--- src/core/uart_consts.svh ---
// Register offsets, field positions, reset values and timing counts of the serial core
`ifndef UART_CONSTS_SVH
`define UART_CONSTS_SVH

`define OFF_DATA 32'h0000_0000
`define OFF_STATUS 32'h0000_0004
`define OFF_CTRL 32'h0000_0008
`define OFF_FORMAT 32'h0000_000C
`define OFF_DIVISOR 32'h0000_0010
`define OFF_INT_STATUS 32'h0000_0014
`define OFF_INT_MASK 32'h0000_0018
`define OFF_RATE 32'h0000_001C

`define ST_BUSY 0
`define ST_RX_AVAIL 1
`define ST_TX_FULL 2
`define ST_RX_FULL 3
`define ST_TX_EMPTY 4

`define CTRL_BREAK 0
`define CTRL_SRC_OSC 1

`define FMT_LEN_LSB 0
`define FMT_STOP2 2
`define FMT_PAR_LSB 3

`define EV_RX_CHAR 0
`define EV_TX_DONE 1
`define EV_RX_OVERRUN 2
`define EV_RX_ERROR 3

`define CHAR_LEN_FIVE 2'h0
`define CHAR_LEN_SIX 2'h1
`define CHAR_LEN_SEVEN 2'h2
`define CHAR_LEN_EIGHT 2'h3

`define PARITY_OFF 3'h0
`define PARITY_EVEN_SEL 3'h1
`define PARITY_ODD_SEL 3'h2
`define PARITY_FORCED_HIGH 3'h3
`define PARITY_FORCED_LOW 3'h4

`define FIFO_DEPTH 16
`define OVERSAMPLE_LAST 4'hF
`define SAMPLE_MID 4'h7
`define SYS_CLK_HZ 32'd100000000
`define INTERNAL_OSC_HZ 32'd16000000
`define DIVISOR_RESET 16'h0001
`define FORMAT_RESET 6'h03

`endif

--- src/core/uart_pkg.sv ---
// Types shared by the serial core: bus request, state machine codes and the state record
`include "uart_consts.svh"

package uart_pkg;

    typedef struct packed {
        logic cyc;
        logic stb;
        logic we;
        logic [3:0] sel;
        logic [31:0] adr;
        logic [31:0] dat;
    } wb_req_type;

    typedef enum logic [4:0] {
        TX_IDLE = 5'b00001,
        TX_START = 5'b00010,
        TX_DATA = 5'b00100,
        TX_PAR = 5'b01000,
        TX_STOP = 5'b10000
    } tx_state_type;

    typedef enum logic [4:0] {
        RX_IDLE = 5'b00001,
        RX_START = 5'b00010,
        RX_DATA = 5'b00100,
        RX_PAR = 5'b01000,
        RX_STOP = 5'b10000
    } rx_state_type;

    typedef struct packed {
        logic ack;
        logic [31:0] rdat;
        logic brk;
        logic src_osc;
        logic [5:0] fmt;
        logic [15:0] div;
        logic [3:0] int_st;
        logic [3:0] int_mask;
        logic irq;
        logic [`FIFO_DEPTH-1:0][7:0] txq;
        logic [3:0] tx_wp;
        logic [3:0] tx_rp;
        logic [4:0] tx_cnt;
        logic [`FIFO_DEPTH-1:0][7:0] rxq;
        logic [3:0] rx_wp;
        logic [3:0] rx_rp;
        logic [4:0] rx_cnt;
        logic [15:0] bcnt;
        logic tick;
        tx_state_type tx_st;
        logic [3:0] tx_sub;
        logic [2:0] tx_bit;
        logic [7:0] tx_sh;
        logic tx_par;
        logic tx_line;
        logic tx_pin;
        rx_state_type rx_st;
        logic [3:0] rx_sub;
        logic [2:0] rx_bit;
        logic [7:0] rx_sh;
        logic rx_bad;
        logic [31:0] rate_n;
        logic [31:0] rate_r;
        logic [4:0] rate_i;
        logic rate_busy;
        logic [31:0] rate;
    } state_type;

endpackage

--- src/core/uart_frame_config_status.sv ---
// Serial transceiver core with Wishbone registers, queues, frame format and baud source select
// Summary of operation
// Break control set holds the line low; cleared returns to idle or framing.
// Software keeps break set at least two whole frames.
// Busy while anything queued or shifting, until last stop bit has left.
// Status bit shows receive queue holds at least one character.
// Reading receive data pops and returns the oldest character.
// Status bit shows transmit queue full; writes queue only while space remains.
// Software writes a character only when the transmit queue has space.
// Baud source selects system clock or internal oscillator, readable back.
// Internal oscillator is nominally sixteen megahertz for divisor arithmetic.
// Bit rate follows the selected source for an unchanged divisor.
// Software reprograms the divisor after changing the baud source.
// Character length five to eight bits for transmit and receive.
// One or two stop bits after each character.
// Parity none, even, odd, forced one or forced zero.
// Readback reports the effective bit rate from divisor and source clock.
// Frame format reads back in the same encoding as written.
// System clock source is the same clock as the processor clock.
// Frame: low start, data LSB first, optional parity, high stop bits.
`timescale 1ns/10ps
`include "uart_consts.svh"

module uart_frame_config_status
    import uart_pkg::*;
(
    input wire logic clk_i,
    input wire logic rst_i,
    input wire wb_req_type wb_i,
    output logic ack_o,
    output logic [31:0] dat_o,
    output logic irq_o,
    input wire logic osc_tick_i,
    input wire logic rx_i,
    output logic tx_o
);

    state_type s;
    state_type n;

    // Data bits actually on the line, masked to the character length
    function automatic logic [7:0] len_mask(input logic [1:0] len);
        len_mask = 8'hFF >> (2'h3 - len);
    endfunction

    function automatic logic par_bit(input logic [7:0] d, input logic [1:0] len,
                                     input logic [2:0] mode);
        logic x;
        x = ^(d & len_mask(len));
        case (mode)
            `PARITY_EVEN_SEL: par_bit = x;
            `PARITY_ODD_SEL: par_bit = ~x;
            `PARITY_FORCED_HIGH: par_bit = 1'b1;
            default: par_bit = 1'b0;
        endcase
    endfunction

    // Received bits enter at the top; short characters must be moved down
    function automatic logic [7:0] align(input logic [7:0] sh, input logic [1:0] len);
        align = sh >> (2'h3 - len);
    endfunction

    function automatic logic [31:0] merge(input logic [31:0] old, input logic [31:0] d,
                                          input logic [3:0] sel);
        for (int b = 0; b < 4; b++) begin
            merge[b*8 +: 8] = sel[b] ? d[b*8 +: 8] : old[b*8 +: 8];
        end
    endfunction

    function automatic logic [15:0] eff_div(input logic [15:0] d);
        eff_div = (d == 16'h0000) ? 16'h0001 : d;
    endfunction

    always_comb begin
        logic src_tick;
        logic bit_end;
        logic tx_pop;
        logic tx_push;
        logic rx_pop;
        logic rx_push;
        logic rd_clear;
        logic restart;
        logic [3:0] ev;
        logic [7:0] rx_byte;
        logic [31:0] r_tmp;
        logic [31:0] dd;
        logic [31:0] w;
        logic [1:0] len;
        logic [2:0] last_bit;
        src_tick = 1'b0;
        bit_end = 1'b0;
        tx_pop = 1'b0;
        tx_push = 1'b0;
        rx_pop = 1'b0;
        rx_push = 1'b0;
        rd_clear = 1'b0;
        restart = 1'b0;
        ev = 4'h0;
        rx_byte = 8'h00;
        r_tmp = 32'h0000_0000;
        dd = 32'h0000_0000;
        w = 32'h0000_0000;
        len = s.fmt[`FMT_LEN_LSB +: 2];
        last_bit = {1'b1, len};
        n = s;
        n.ack = 1'b0;

        // Source clock edge: every system clock, or one oscillator strobe
        src_tick = s.src_osc ? osc_tick_i : 1'b1;
        n.tick = 1'b0;
        if (src_tick) begin
            if (s.bcnt == 16'h0000) begin
                n.bcnt = 16'(eff_div(s.div) - 16'h0001);
                n.tick = 1'b1;
            end else begin
                n.bcnt = s.bcnt - 16'h0001;
            end
        end

        // Transmitter, sixteen ticks per bit
        bit_end = s.tick && (s.tx_sub == `OVERSAMPLE_LAST);
        if (s.tick && s.tx_st != TX_IDLE) begin
            n.tx_sub = s.tx_sub + 4'h1;
        end
        unique case (s.tx_st)
            TX_IDLE: begin
                // No new character starts while break is held
                if (s.tx_cnt != 5'd0 && !s.brk) begin
                    tx_pop = 1'b1;
                    n.tx_sh = s.txq[s.tx_rp];
                    n.tx_par = par_bit(s.txq[s.tx_rp], len, s.fmt[`FMT_PAR_LSB +: 3]);
                    n.tx_st = TX_START;
                    n.tx_sub = 4'h0;
                    n.tx_line = 1'b0;
                end
            end
            TX_START: begin
                if (bit_end) begin
                    n.tx_st = TX_DATA;
                    n.tx_bit = 3'h0;
                    n.tx_line = s.tx_sh[0];
                end
            end
            TX_DATA: begin
                if (bit_end) begin
                    if (s.tx_bit == last_bit) begin
                        if (s.fmt[`FMT_PAR_LSB +: 3] != `PARITY_OFF) begin
                            n.tx_st = TX_PAR;
                            n.tx_line = s.tx_par;
                        end else begin
                            n.tx_st = TX_STOP;
                            n.tx_line = 1'b1;
                        end
                        n.tx_bit = 3'h0;
                    end else begin
                        n.tx_bit = s.tx_bit + 3'h1;
                        n.tx_sh = s.tx_sh >> 1;
                        n.tx_line = s.tx_sh[1];
                    end
                end
            end
            TX_PAR: begin
                if (bit_end) begin
                    n.tx_st = TX_STOP;
                    n.tx_line = 1'b1;
                end
            end
            TX_STOP: begin
                if (bit_end) begin
                    if (s.fmt[`FMT_STOP2] && s.tx_bit == 3'h0) begin
                        n.tx_bit = 3'h1;
                    end else begin
                        n.tx_st = TX_IDLE;
                        ev[`EV_TX_DONE] = (s.tx_cnt == 5'd0);
                    end
                end
            end
        endcase

        // Receiver: start checked at mid bit, later bits sampled one bit apart
        if (s.tick && s.rx_st != RX_IDLE) begin
            n.rx_sub = s.rx_sub + 4'h1;
        end
        rx_byte = align(s.rx_sh, len);
        unique case (s.rx_st)
            RX_IDLE: begin
                if (!rx_i) begin
                    n.rx_st = RX_START;
                    n.rx_sub = 4'h0;
                    n.rx_bad = 1'b0;
                end
            end
            RX_START: begin
                if (s.tick && s.rx_sub == `SAMPLE_MID) begin
                    n.rx_sub = 4'h0;
                    n.rx_bit = 3'h0;
                    n.rx_st = rx_i ? RX_IDLE : RX_DATA;
                end
            end
            RX_DATA: begin
                if (s.tick && s.rx_sub == `OVERSAMPLE_LAST) begin
                    n.rx_sh = {rx_i, s.rx_sh[7:1]};
                    if (s.rx_bit == last_bit) begin
                        n.rx_st = (s.fmt[`FMT_PAR_LSB +: 3] != `PARITY_OFF) ? RX_PAR : RX_STOP;
                    end else begin
                        n.rx_bit = s.rx_bit + 3'h1;
                    end
                end
            end
            RX_PAR: begin
                if (s.tick && s.rx_sub == `OVERSAMPLE_LAST) begin
                    n.rx_bad = (rx_i != par_bit(rx_byte, len, s.fmt[`FMT_PAR_LSB +: 3]));
                    n.rx_st = RX_STOP;
                end
            end
            RX_STOP: begin
                // Only the first stop bit is checked so back-to-back frames are not missed
                if (s.tick && s.rx_sub == `OVERSAMPLE_LAST) begin
                    n.rx_st = RX_IDLE;
                    ev[`EV_RX_ERROR] = s.rx_bad || !rx_i;
                    if (s.rx_cnt == 5'(`FIFO_DEPTH)) begin
                        ev[`EV_RX_OVERRUN] = 1'b1;
                    end else begin
                        rx_push = 1'b1;
                        ev[`EV_RX_CHAR] = 1'b1;
                    end
                end
            end
        endcase
        if (rx_push) begin
            n.rxq[s.rx_wp] = rx_byte;
            n.rx_wp = s.rx_wp + 4'h1;
        end

        // Wishbone classic slave: one access answered per request
        if (wb_i.cyc && wb_i.stb && !s.ack) begin
            n.ack = 1'b1;
            n.rdat = 32'h0000_0000;
            unique case (wb_i.adr)
                `OFF_DATA: begin
                    if (wb_i.we) begin
                        if (wb_i.sel[0] && s.tx_cnt != 5'(`FIFO_DEPTH)) begin
                            tx_push = 1'b1;
                        end
                    end else if (s.rx_cnt != 5'd0) begin
                        rx_pop = 1'b1;
                        n.rdat = {24'h000000, s.rxq[s.rx_rp]};
                    end
                end
                `OFF_STATUS: begin
                    n.rdat[`ST_BUSY] = (s.tx_cnt != 5'd0) || (s.tx_st != TX_IDLE);
                    n.rdat[`ST_RX_AVAIL] = (s.rx_cnt != 5'd0);
                    n.rdat[`ST_TX_FULL] = (s.tx_cnt == 5'(`FIFO_DEPTH));
                    n.rdat[`ST_RX_FULL] = (s.rx_cnt == 5'(`FIFO_DEPTH));
                    n.rdat[`ST_TX_EMPTY] = (s.tx_cnt == 5'd0);
                end
                `OFF_CTRL: begin
                    w = merge({30'h0, s.src_osc, s.brk}, wb_i.dat, wb_i.sel);
                    if (wb_i.we) begin
                        n.brk = w[`CTRL_BREAK];
                        n.src_osc = w[`CTRL_SRC_OSC];
                        restart = 1'b1;
                    end
                    n.rdat = {30'h0, s.src_osc, s.brk};
                end
                `OFF_FORMAT: begin
                    w = merge({26'h0, s.fmt}, wb_i.dat, wb_i.sel);
                    if (wb_i.we) begin
                        n.fmt = w[5:0];
                    end
                    n.rdat = {26'h0, s.fmt};
                end
                `OFF_DIVISOR: begin
                    w = merge({16'h0, s.div}, wb_i.dat, wb_i.sel);
                    if (wb_i.we) begin
                        n.div = w[15:0];
                        restart = 1'b1;
                    end
                    n.rdat = {16'h0, s.div};
                end
                `OFF_INT_STATUS: begin
                    rd_clear = !wb_i.we;
                    n.rdat = {28'h0, s.int_st};
                end
                `OFF_INT_MASK: begin
                    w = merge({28'h0, s.int_mask}, wb_i.dat, wb_i.sel);
                    if (wb_i.we) begin
                        n.int_mask = w[3:0];
                    end
                    n.rdat = {28'h0, s.int_mask};
                end
                `OFF_RATE: begin
                    n.rdat = s.rate;
                end
                default: begin
                    n.rdat = 32'h0000_0000;
                end
            endcase
        end

        if (tx_push) begin
            n.txq[s.tx_wp] = wb_i.dat[7:0];
            n.tx_wp = s.tx_wp + 4'h1;
        end
        if (tx_pop) begin
            n.tx_rp = s.tx_rp + 4'h1;
        end
        if (rx_pop) begin
            n.rx_rp = s.rx_rp + 4'h1;
        end
        n.tx_cnt = 5'(s.tx_cnt + {4'h0, tx_push} - {4'h0, tx_pop});
        n.rx_cnt = 5'(s.rx_cnt + {4'h0, rx_push} - {4'h0, rx_pop});

        // Line drives break level whatever the shifter is doing
        n.tx_pin = n.brk ? 1'b0 : n.tx_line;

        // Effective rate = source Hz / (16 * divisor), by serial division
        dd = {12'h000, eff_div(s.div), 4'h0};
        if (restart) begin
            n.rate_n = n.src_osc ? `INTERNAL_OSC_HZ : `SYS_CLK_HZ;
            n.rate_r = 32'h0000_0000;
            n.rate_i = 5'd0;
            n.rate_busy = 1'b1;
        end else if (s.rate_busy) begin
            r_tmp = {s.rate_r[30:0], s.rate_n[31]};
            n.rate_n = {s.rate_n[30:0], 1'b0};
            if (r_tmp >= dd) begin
                r_tmp = r_tmp - dd;
                n.rate_n[0] = 1'b1;
            end
            n.rate_r = r_tmp;
            n.rate_i = s.rate_i + 5'd1;
            if (s.rate_i == 5'd31) begin
                n.rate_busy = 1'b0;
                n.rate = n.rate_n;
            end
        end

        // A new event in the clearing read's cycle survives the clear
        n.int_st = (rd_clear ? 4'h0 : s.int_st) | ev;
        n.irq = |(n.int_st & n.int_mask);
    end

    always_ff @(posedge clk_i) begin
        if (rst_i) begin
            s <= '0;
            s.fmt <= `FORMAT_RESET;
            s.div <= `DIVISOR_RESET;
            s.tx_st <= TX_IDLE;
            s.rx_st <= RX_IDLE;
            s.tx_line <= 1'b1;
            s.tx_pin <= 1'b1;
            s.rate_n <= `SYS_CLK_HZ;
            s.rate_busy <= 1'b1;
        end else begin
            s <= n;
        end
    end

    assign ack_o = s.ack;
    assign dat_o = s.rdat;
    assign irq_o = s.irq;
    assign tx_o = s.tx_pin;

endmodule

--- config.mk ---
export PLATFORM = sky130hd
export DESIGN_NAME = uart_frame_config_status
export DESIGN_NICKNAME = d
export VERILOG_FILES = /design/src/core/uart_pkg.sv /design/src/core/uart_frame_config_status.sv
export VERILOG_INCLUDE_DIRS = /design/src /design/src/core
export SDC_FILE = /design/constraint.sdc
export NUM_CORES = 1
export LEC_CHECK = 0
export BUFFER_PORTS_ARGS = -buffer_cell sky130_fd_sc_hd__clkbuf_2
export CORE_MARGIN = 2
export CORE_UTILIZATION = 25
export DETAILED_ROUTE_END_ITERATION = 6
export HOLD_SLACK_MARGIN = 0.15
export PLACE_DENSITY = 0.39
export SYNTH_ARGS = -nofsm -noshare
export SYNTH_HDL_FRONTEND = slang
export SYNTH_SLANG_ARGS = --single-unit
--- constraint.sdc ---
create_clock -name clk_i -period 5.4 [get_ports clk_i]
set_clock_uncertainty 0.15 [all_clocks]
set_input_delay 0.27 -clock clk_i [delete_from_list [all_inputs] [get_ports clk_i]]
set_output_delay 0.27 -clock clk_i [all_outputs]
set_load 0.05 [all_outputs]
==> impl_metrics.tcl, run 1 <==
set metrics [dict create \
    outcome "complete, but fails checks" \
    violations "design-rule violations" \
    postSynthCellCount 2855 \
    criticalPathCategory "register to register" \
    yosysUniqueCellTypes 80 \
    start_kind "register" \
    cellPowerDensity_nw_per_um2 388 \
    antenna_found_initial 2 \
    worstReg2RegStart "s[459]$_SDFFE_PP0P_" \
    num_antenna_cells 0 \
    cts_root_buf "clkbuf_16" \
    place_hpwl_microns 49800 \
    grt_first_pass_wirelength_microns 116000 \
    sw_frac_of_total_pct 30.2 \
    whs_ns 0.181 \
    synth.net_count 2979 \
    netlist_area_sq_um 24000 \
    synth.largest_area_cell "dfxtp_1" \
    cts.path.max_buffers 3 \
    synth_edf_count 0 \
    p_comb_share_pct 20.4 \
    clkSinkCount 510 \
    p_switching_w 0.00327 \
    tightest_slew_ns 1.20 \
    overflow 0 \
    hold_viol 0 \
    dr.pass1.iters 7 \
    ir_drop_mv 0.195 \
    worstPathArrival_ns 4.76 \
    crit_fanout 10 \
    end_kind "register" \
    max_freq_ghz 0.230 \
    clockPowerShare_pct 41.3 \
    drt-initial-drc-count 1601 \
    period_minus_slack_ns 4.35 \
    yosysSeqAreaShare_pct 42.5 \
    synth_top_area_share_pct 42.5 \
    cts.htree.levels 3 \
    async_reset_ff_share_pct 0 \
    finalNetCount 2983 \
    p_leak_nw 10.1 \
    p_int_w 0.00756 \
    fin_setup_tns_ns 0 \
    period_share_pct 80.6 \
    path_clk_slew_ns 0.06 \
    syn_avg_cell_area_sq_um 8.41 \
    fin_util_pct 29.3 \
    wl_per_cell_microns 17.9 \
    pin_count 110 \
    hold_path.class "primary input to register" \
    cp-startpoint "s[459]$_SDFFE_PP0P_" \
    port_buffers 91 \
    cts_buffers 66 \
    area_growth_pct 16.3 \
    die_y_microns 314 \
    initial_utilization_pct 25.2 \
    viasPerCell 4.85 \
    rsz0062_at_grt "no" \
    setup_viol 0 \
    crit_required_ns 5.81 \
    post-route-cell-area_sq_um 27900 \
    tritoncts "yes" \
    placed_area_sq_um 25400 \
    die_w_microns 314 \
    ys_ff_latch 510 \
    yosys_warnings 0 \
    drc 8 \
    drv_cap 0 \
    postRouteAntennaNets 0 \
    die_area_sq_um 98500 \
    total_power_w 0.0108 \
    hold_start "wb_i[3]" \
    seq_power_share_pct 38.3 \
    relSlewSlack_pct 19.4 \
    gp_congestion 0.787 \
    synth-main-ff-cell "dfxtp_1" \
    grt_max_degree 97 \
    core_area_sq_um 95200 \
    groute.usage.overall_pct 15.0 \
    row_count 113 \
    synthTopCellsByArea "dfxtp_1 43%, nand2_1 8.4%, a21oi_1 7.0%, mux2i_1 6.0%, mux4_2 5.7%" \
    drv_slew 0 \
    post_cts_resize_count 0 \
    drt_wl_total_microns 74600 \
    clock_latency_ns 0.63 \
    drive_gt1_share_pct 11.9 \
    vias 20200 \
    grt_pass1_vias 19700 \
]
placed cells by master, fill, tap and decap left out, types with 5 or more instances in the layout:
| master | Yosys | final |
|---|---|---|
| nand2_1 | 537 | 537 |
| dfxtp_1 | 510 | 507 |
| a21oi_1 | 338 | 338 |
| nor2_1 | 296 | 294 |
| mux2i_1 | 144 | 144 |
| nand3_1 | 120 | 120 |
| o21ai_0 | 93 | 92 |
| clkbuf_2 | 0 | 90 |
| clkbuf_16 | 0 | 67 |
| mux4_2 | 61 | 61 |
| inv_1 | 48 | 48 |
| ha_1 | 46 | 46 |
| buf_4 | 35 | 42 |
| nor3_1 | 41 | 40 |
| xnor2_1 | 37 | 37 |
| dlygate4sd3_1 | 0 | 32 |
| a22oi_1 | 30 | 30 |
| nor2b_1 | 26 | 26 |
| a221oi_1 | 24 | 24 |
| nor4_1 | 22 | 22 |
| xor2_1 | 20 | 20 |
| nand4_1 | 19 | 19 |
| a31oi_1 | 15 | 15 |
| and2_1 | 15 | 15 |
| a211oi_1 | 15 | 15 |
| clkbuf_8 | 0 | 13 |
| clkbuf_1 | 172 | 13 |
| a21o_1 | 11 | 11 |
| o21a_1 | 10 | 10 |
| clkinv_2 | 0 | 10 |
| and3_1 | 9 | 9 |
| or2_2 | 8 | 8 |
| mux2_2 | 8 | 8 |
| nand2b_1 | 8 | 8 |
| o211ai_1 | 8 | 8 |
| a22o_1 | 8 | 8 |
| or3_1 | 7 | 7 |
| o31ai_1 | 6 | 6 |
| or4_1 | 5 | 5 |
path summary, 6_finish.rpt:
kind | end | slack (ns) | cells past startpoint
max | s[60]$_SDFFE_PP0P_ | 1.05 | 14
min | s[328]$_SDFFE_PP0P_ | 0.18 | 3
max reg2reg | s[60]$_SDFFE_PP0P_ | 1.05 | 14
min reg2reg | s[400]$_SDFFE_PP0P_ | 0.30 | 2
final cells by class:
class,count,area [sq um]
fillers,10000,67200
multi-input cells,2066,12600
flip-flops and latches,510,10200
clock buffers,93,1900
well taps,1265,1580
repair buffers,166,1120
clock inverters,22,302
inverters,49,184
logic make-up after synthesis:
family / Yosys count / share of synthesized area (%)
AOI/OAI and AO/OA: 597 / 14.7
xor gates and xnor gates: 59 / 2.27
adders and majority gates: 49 / 2.65
buffers and inverters: 279 / 5.03
DFF: 510 / 42.5
muxes: 213 / 12.1
and+or+nand+nor: 1148 / 20.7
worst max-delay path: stages, from the launching register on:
cell and delay [ns]:
dfxtp_1 0.43, or4_1 0.61, nor2_1 0.18, a41o_1 0.34
ha_1 0.24, fa_1 0.20, nor2b_1 0.06, o21ai_0 0.21
a21oi_1 0.14, o21bai_1 0.17, a21boi_0 0.15, o21a_1 0.22
o31a_1 0.37, or4_2 0.65, a31oi_1 0.17
flip-flops by register name, summed over array words and instances, names as in the netlist:
| register | cells |
|---|---|
| s | 475 |
| irq_o | 1 |
| ack_o | 1 |
| dat_o | 32 |
| tx_o | 1 |
routing by layer:
layer / wire length [microns] / part of all wire [%] / global-route usage (%)
met1: 35600 / 48 / 20.4
met2: 33500 / 45 / 23.8
met3: 3220 / 4.3 / 2.31
met4: 2210 / 3.0 / 5.42
met5: 13 / 0.017 / 0
cell usage after synthesis, types with 30 or more instances:
cell and count:
nand2_1 537, dfxtp_1 510, a21oi_1 338, nor2_1 296, clkbuf_1 172, mux2i_1 144, nand3_1 120, o21ai_0 93
mux4_2 61, inv_1 48, ha_1 46, nor3_1 41, xnor2_1 37, buf_4 35, a22oi_1 30
power by group through the flow:
stage / sequential (W) / clock (W) / combinational (W)
2_1_floorplan: 0.00415 / 0 / 0.00177
3_3_place_gp: 0.00423 / 0 / 0.00219
3_5_place_dp: 0.00423 / 0 / 0.00219
4_1_cts: 0.00415 / 0.00462 / 0.00222
5_1_grt: 0.00418 / 0.00475 / 0.00249
6_report: 0.00415 / 0.00447 / 0.00221
what timing repair did:
action | in CTS | in global routing
hold buffers | 32 | 0
buffers inserted | 0 | 0
endpoints found under the hold margin | 155 | 0
stage by stage:
step                setup slack (ns)  cells
floorplan                       1.61   2855
global placement                1.15   4024
detailed placement              1.09   4024
CTS                             1.08   4171
global route                   0.822   4171
finish                          1.05   4171
No activity file was read; power rests on OpenSTA's default activity.
==> inputs of run 2 (changes only) <==
==> constraint.sdc (replaced) <==
create_clock -name clk_i -period 4.2 [get_ports clk_i]
set_clock_uncertainty 0.15 [all_clocks]
set_input_delay 0.21 -clock clk_i [delete_from_list [all_inputs] [get_ports clk_i]]
set_output_delay 0.21 -clock clk_i [all_outputs]
set_load 0.05 [all_outputs]
==> run 2 against run 1 <==
The run now ends clean. Via count rose by 1.3%. Fmax grew 9.2%. Sequential power increased by 28%. Die area unchanged. Routed wire length increased by 1.9%. Global-route usage grew 0.17 points. Worst hold slack better by 0.016 ns. Clock power up 20%. Non-clock buffer count rose by 37. Sequential cell count unchanged. Critical path type unchanged. Highest routed layer unchanged.
==> impl_metrics.tcl, run 2 (same netlist as run 1, synthesis figures left out) <==
set metrics [dict create \
    drv_cap 0 \
    antenna_found_initial 2 \
    drt-initial-drc-count 1484 \
    cts_buffers 61 \
    cellPowerDensity_nw_per_um2 484 \
    clkSinkCount 510 \
    final_common_cell "nand2_1" \
    place_hpwl_microns 50900 \
    max_freq_ghz 0.251 \
    cts.htree.levels 2 \
    groute.usage.overall_pct 15.1 \
    end_kind "register" \
    crit_required_ns 4.65 \
    finalNetCount 3015 \
    pin_count 110 \
    hold_start "wb_i[65]" \
    drc 0 \
    hold_viol 0 \
    drt_wl_total_microns 76000 \
    num_antenna_cells 0 \
    worstReg2RegStart "s[459]$_SDFFE_PP0P_" \
    largest_reg_flops 475 \
    port_buffers 91 \
    grt_most_used_layer "met2" \
    clock_latency_ns 0.68 \
    top_register "s" \
    core_area_sq_um 95200 \
    crit_fanout 6 \
    dp.cells 4045 \
    path_clk_slew_ns 0.06 \
    seq_power_share_pct 39.0 \
    criticalPathCategory "register to register" \
    period_share_pct 94.9 \
    ir_drop_mv 0.263 \
    sw_frac_of_total_pct 30.5 \
    tightest_slew_ns 1.23 \
    setup_viol 0 \
    start_kind "register" \
    clockPowerShare_pct 39.4 \
    row_count 113 \
    cts.path.max_buffers 3 \
    die_area_sq_um 98500 \
    initial_utilization_pct 25.2 \
    period_minus_slack_ns 3.99 \
    p_leak_nw 10.2 \
    overflow 0 \
    final_cells 4205 \
    total_power_w 0.0136 \
    met1_usage_pct 21.0 \
    cts_root_buf "clkbuf_16" \
    grt_pass1_vias 19600 \
    dr.pass1.iters 5 \
    postRouteAntennaNets 0 \
    relSlewSlack_pct 18.0 \
    gp_congestion 0.819 \
    cp-startpoint "s[459]$_SDFFE_PP0P_" \
    seqCellArea_sq_um 10200 \
    grt_max_degree 217 \
    worstPathArrival_ns 4.44 \
    p_comb_share_pct 21.6 \
    fin_setup_tns_ns 0 \
    drv_slew 0 \
    outcome "finished clean" \
    rsz0062_at_grt "no" \
    grt_first_pass_wirelength_microns 118000 \
    die_w_microns 314 \
    nFillCells 10100 \
    whs_ns 0.197 \
    viasPerCell 4.87 \
    grt.met2_usage_pct 24.6 \
    wl_per_cell_microns 18.1 \
    multiInputGateArea_sq_um 12700 \
    tritoncts "yes" \
    drive_gt1_share_pct 12.9 \
    p_int_w 0.00947 \
    vias 20500 \
    die_y_microns 314 \
    met3_usage_pct 2.20 \
    hold_path.class "primary input to register" \
    p_switching_w 0.00416 \
    area_growth_pct 17.3 \
    layout_common_cells "537 x nand2_1, 507 x dfxtp_1, 338 x a21oi_1" \
]
run 2: repair_timing:
| action | 4_1_cts | 5_1_grt |
|---|---|---|
| cloned | 0 | 0 |
| setup endpoints to repair | 2 | 110 |
| endpoints found under the hold margin | 245 | 2 |
| hold buffers | 42 | 5 |
| resized for setup | 1 | 20 |
| pin swaps | 0 | 0 |
| buffers inserted | 0 | 1 |
run 2: worst max-delay path: stages, from the launching register on:
cell and delay, ns:
dfxtp_1 0.31, or4_1 0.60, nor2_2 0.15, a41o_2 0.23, ha_1 0.19, fa_1 0.19
nor2b_1 0.06, o21ai_1 0.17, a21oi_1 0.14, o21bai_1 0.21, a21boi_0 0.15, o21a_1 0.22
o31a_1 0.32, or4_2 0.62, a31oi_1 0.19
run 2: power by group through the flow:
stage	clock (W)	combinational [W]	sequential [W]
floorplan	0	0.00227	0.00534
global placement	0	0.00288	0.00542
detailed placement	0	0.00289	0.00543
CTS	0.00554	0.00294	0.00532
global route	0.00576	0.00328	0.00536
finish	0.00537	0.00294	0.00532
run 2: cell type report:
cell class                 instances  share of cell area, %
clock buffer                      90                   6.24
multi-input combinational       2066                   45.0
tap                             1265                   5.62
sequential                       510                   36.3
clock inverter                    22                   1.00
timing repair buffer             203                   5.19
inverter                          49                  0.653
run 2: worst paths after layout:
| kind | to | slack (ns) | cells after the start |
|---|---|---|---|
| setup / recovery | s[68]$_SDFFE_PP0P_ | 0.21 | 14 |
| hold / removal | s[462]$_SDFFE_PP0P_ | 0.20 | 4 |
| setup reg to reg | s[68]$_SDFFE_PP0P_ | 0.21 | 14 |
| hold reg to reg | dat_o[19]$_SDFFE_PP0P_ | 0.30 | 2 |
run 2: layer usage:
metal	share of wire, %	up-vias
li1	-	9978
met1	47	9962
met2	46	453
met3	4.5	98
met4	1.9	4
met5	0.029	-
run 2: per-stage QoR:
stage	util [%]	area (sq um)	setup WS, ns
2_1_floorplan	-	24000	0.407
3_3_place_gp	26.9	25600	0.0878
3_5_place_dp	26.9	25600	0.00394
4_1_cts	29.5	28000	0.0149
5_1_grt	29.6	28200	0.0200
6_report	29.6	28200	0.213
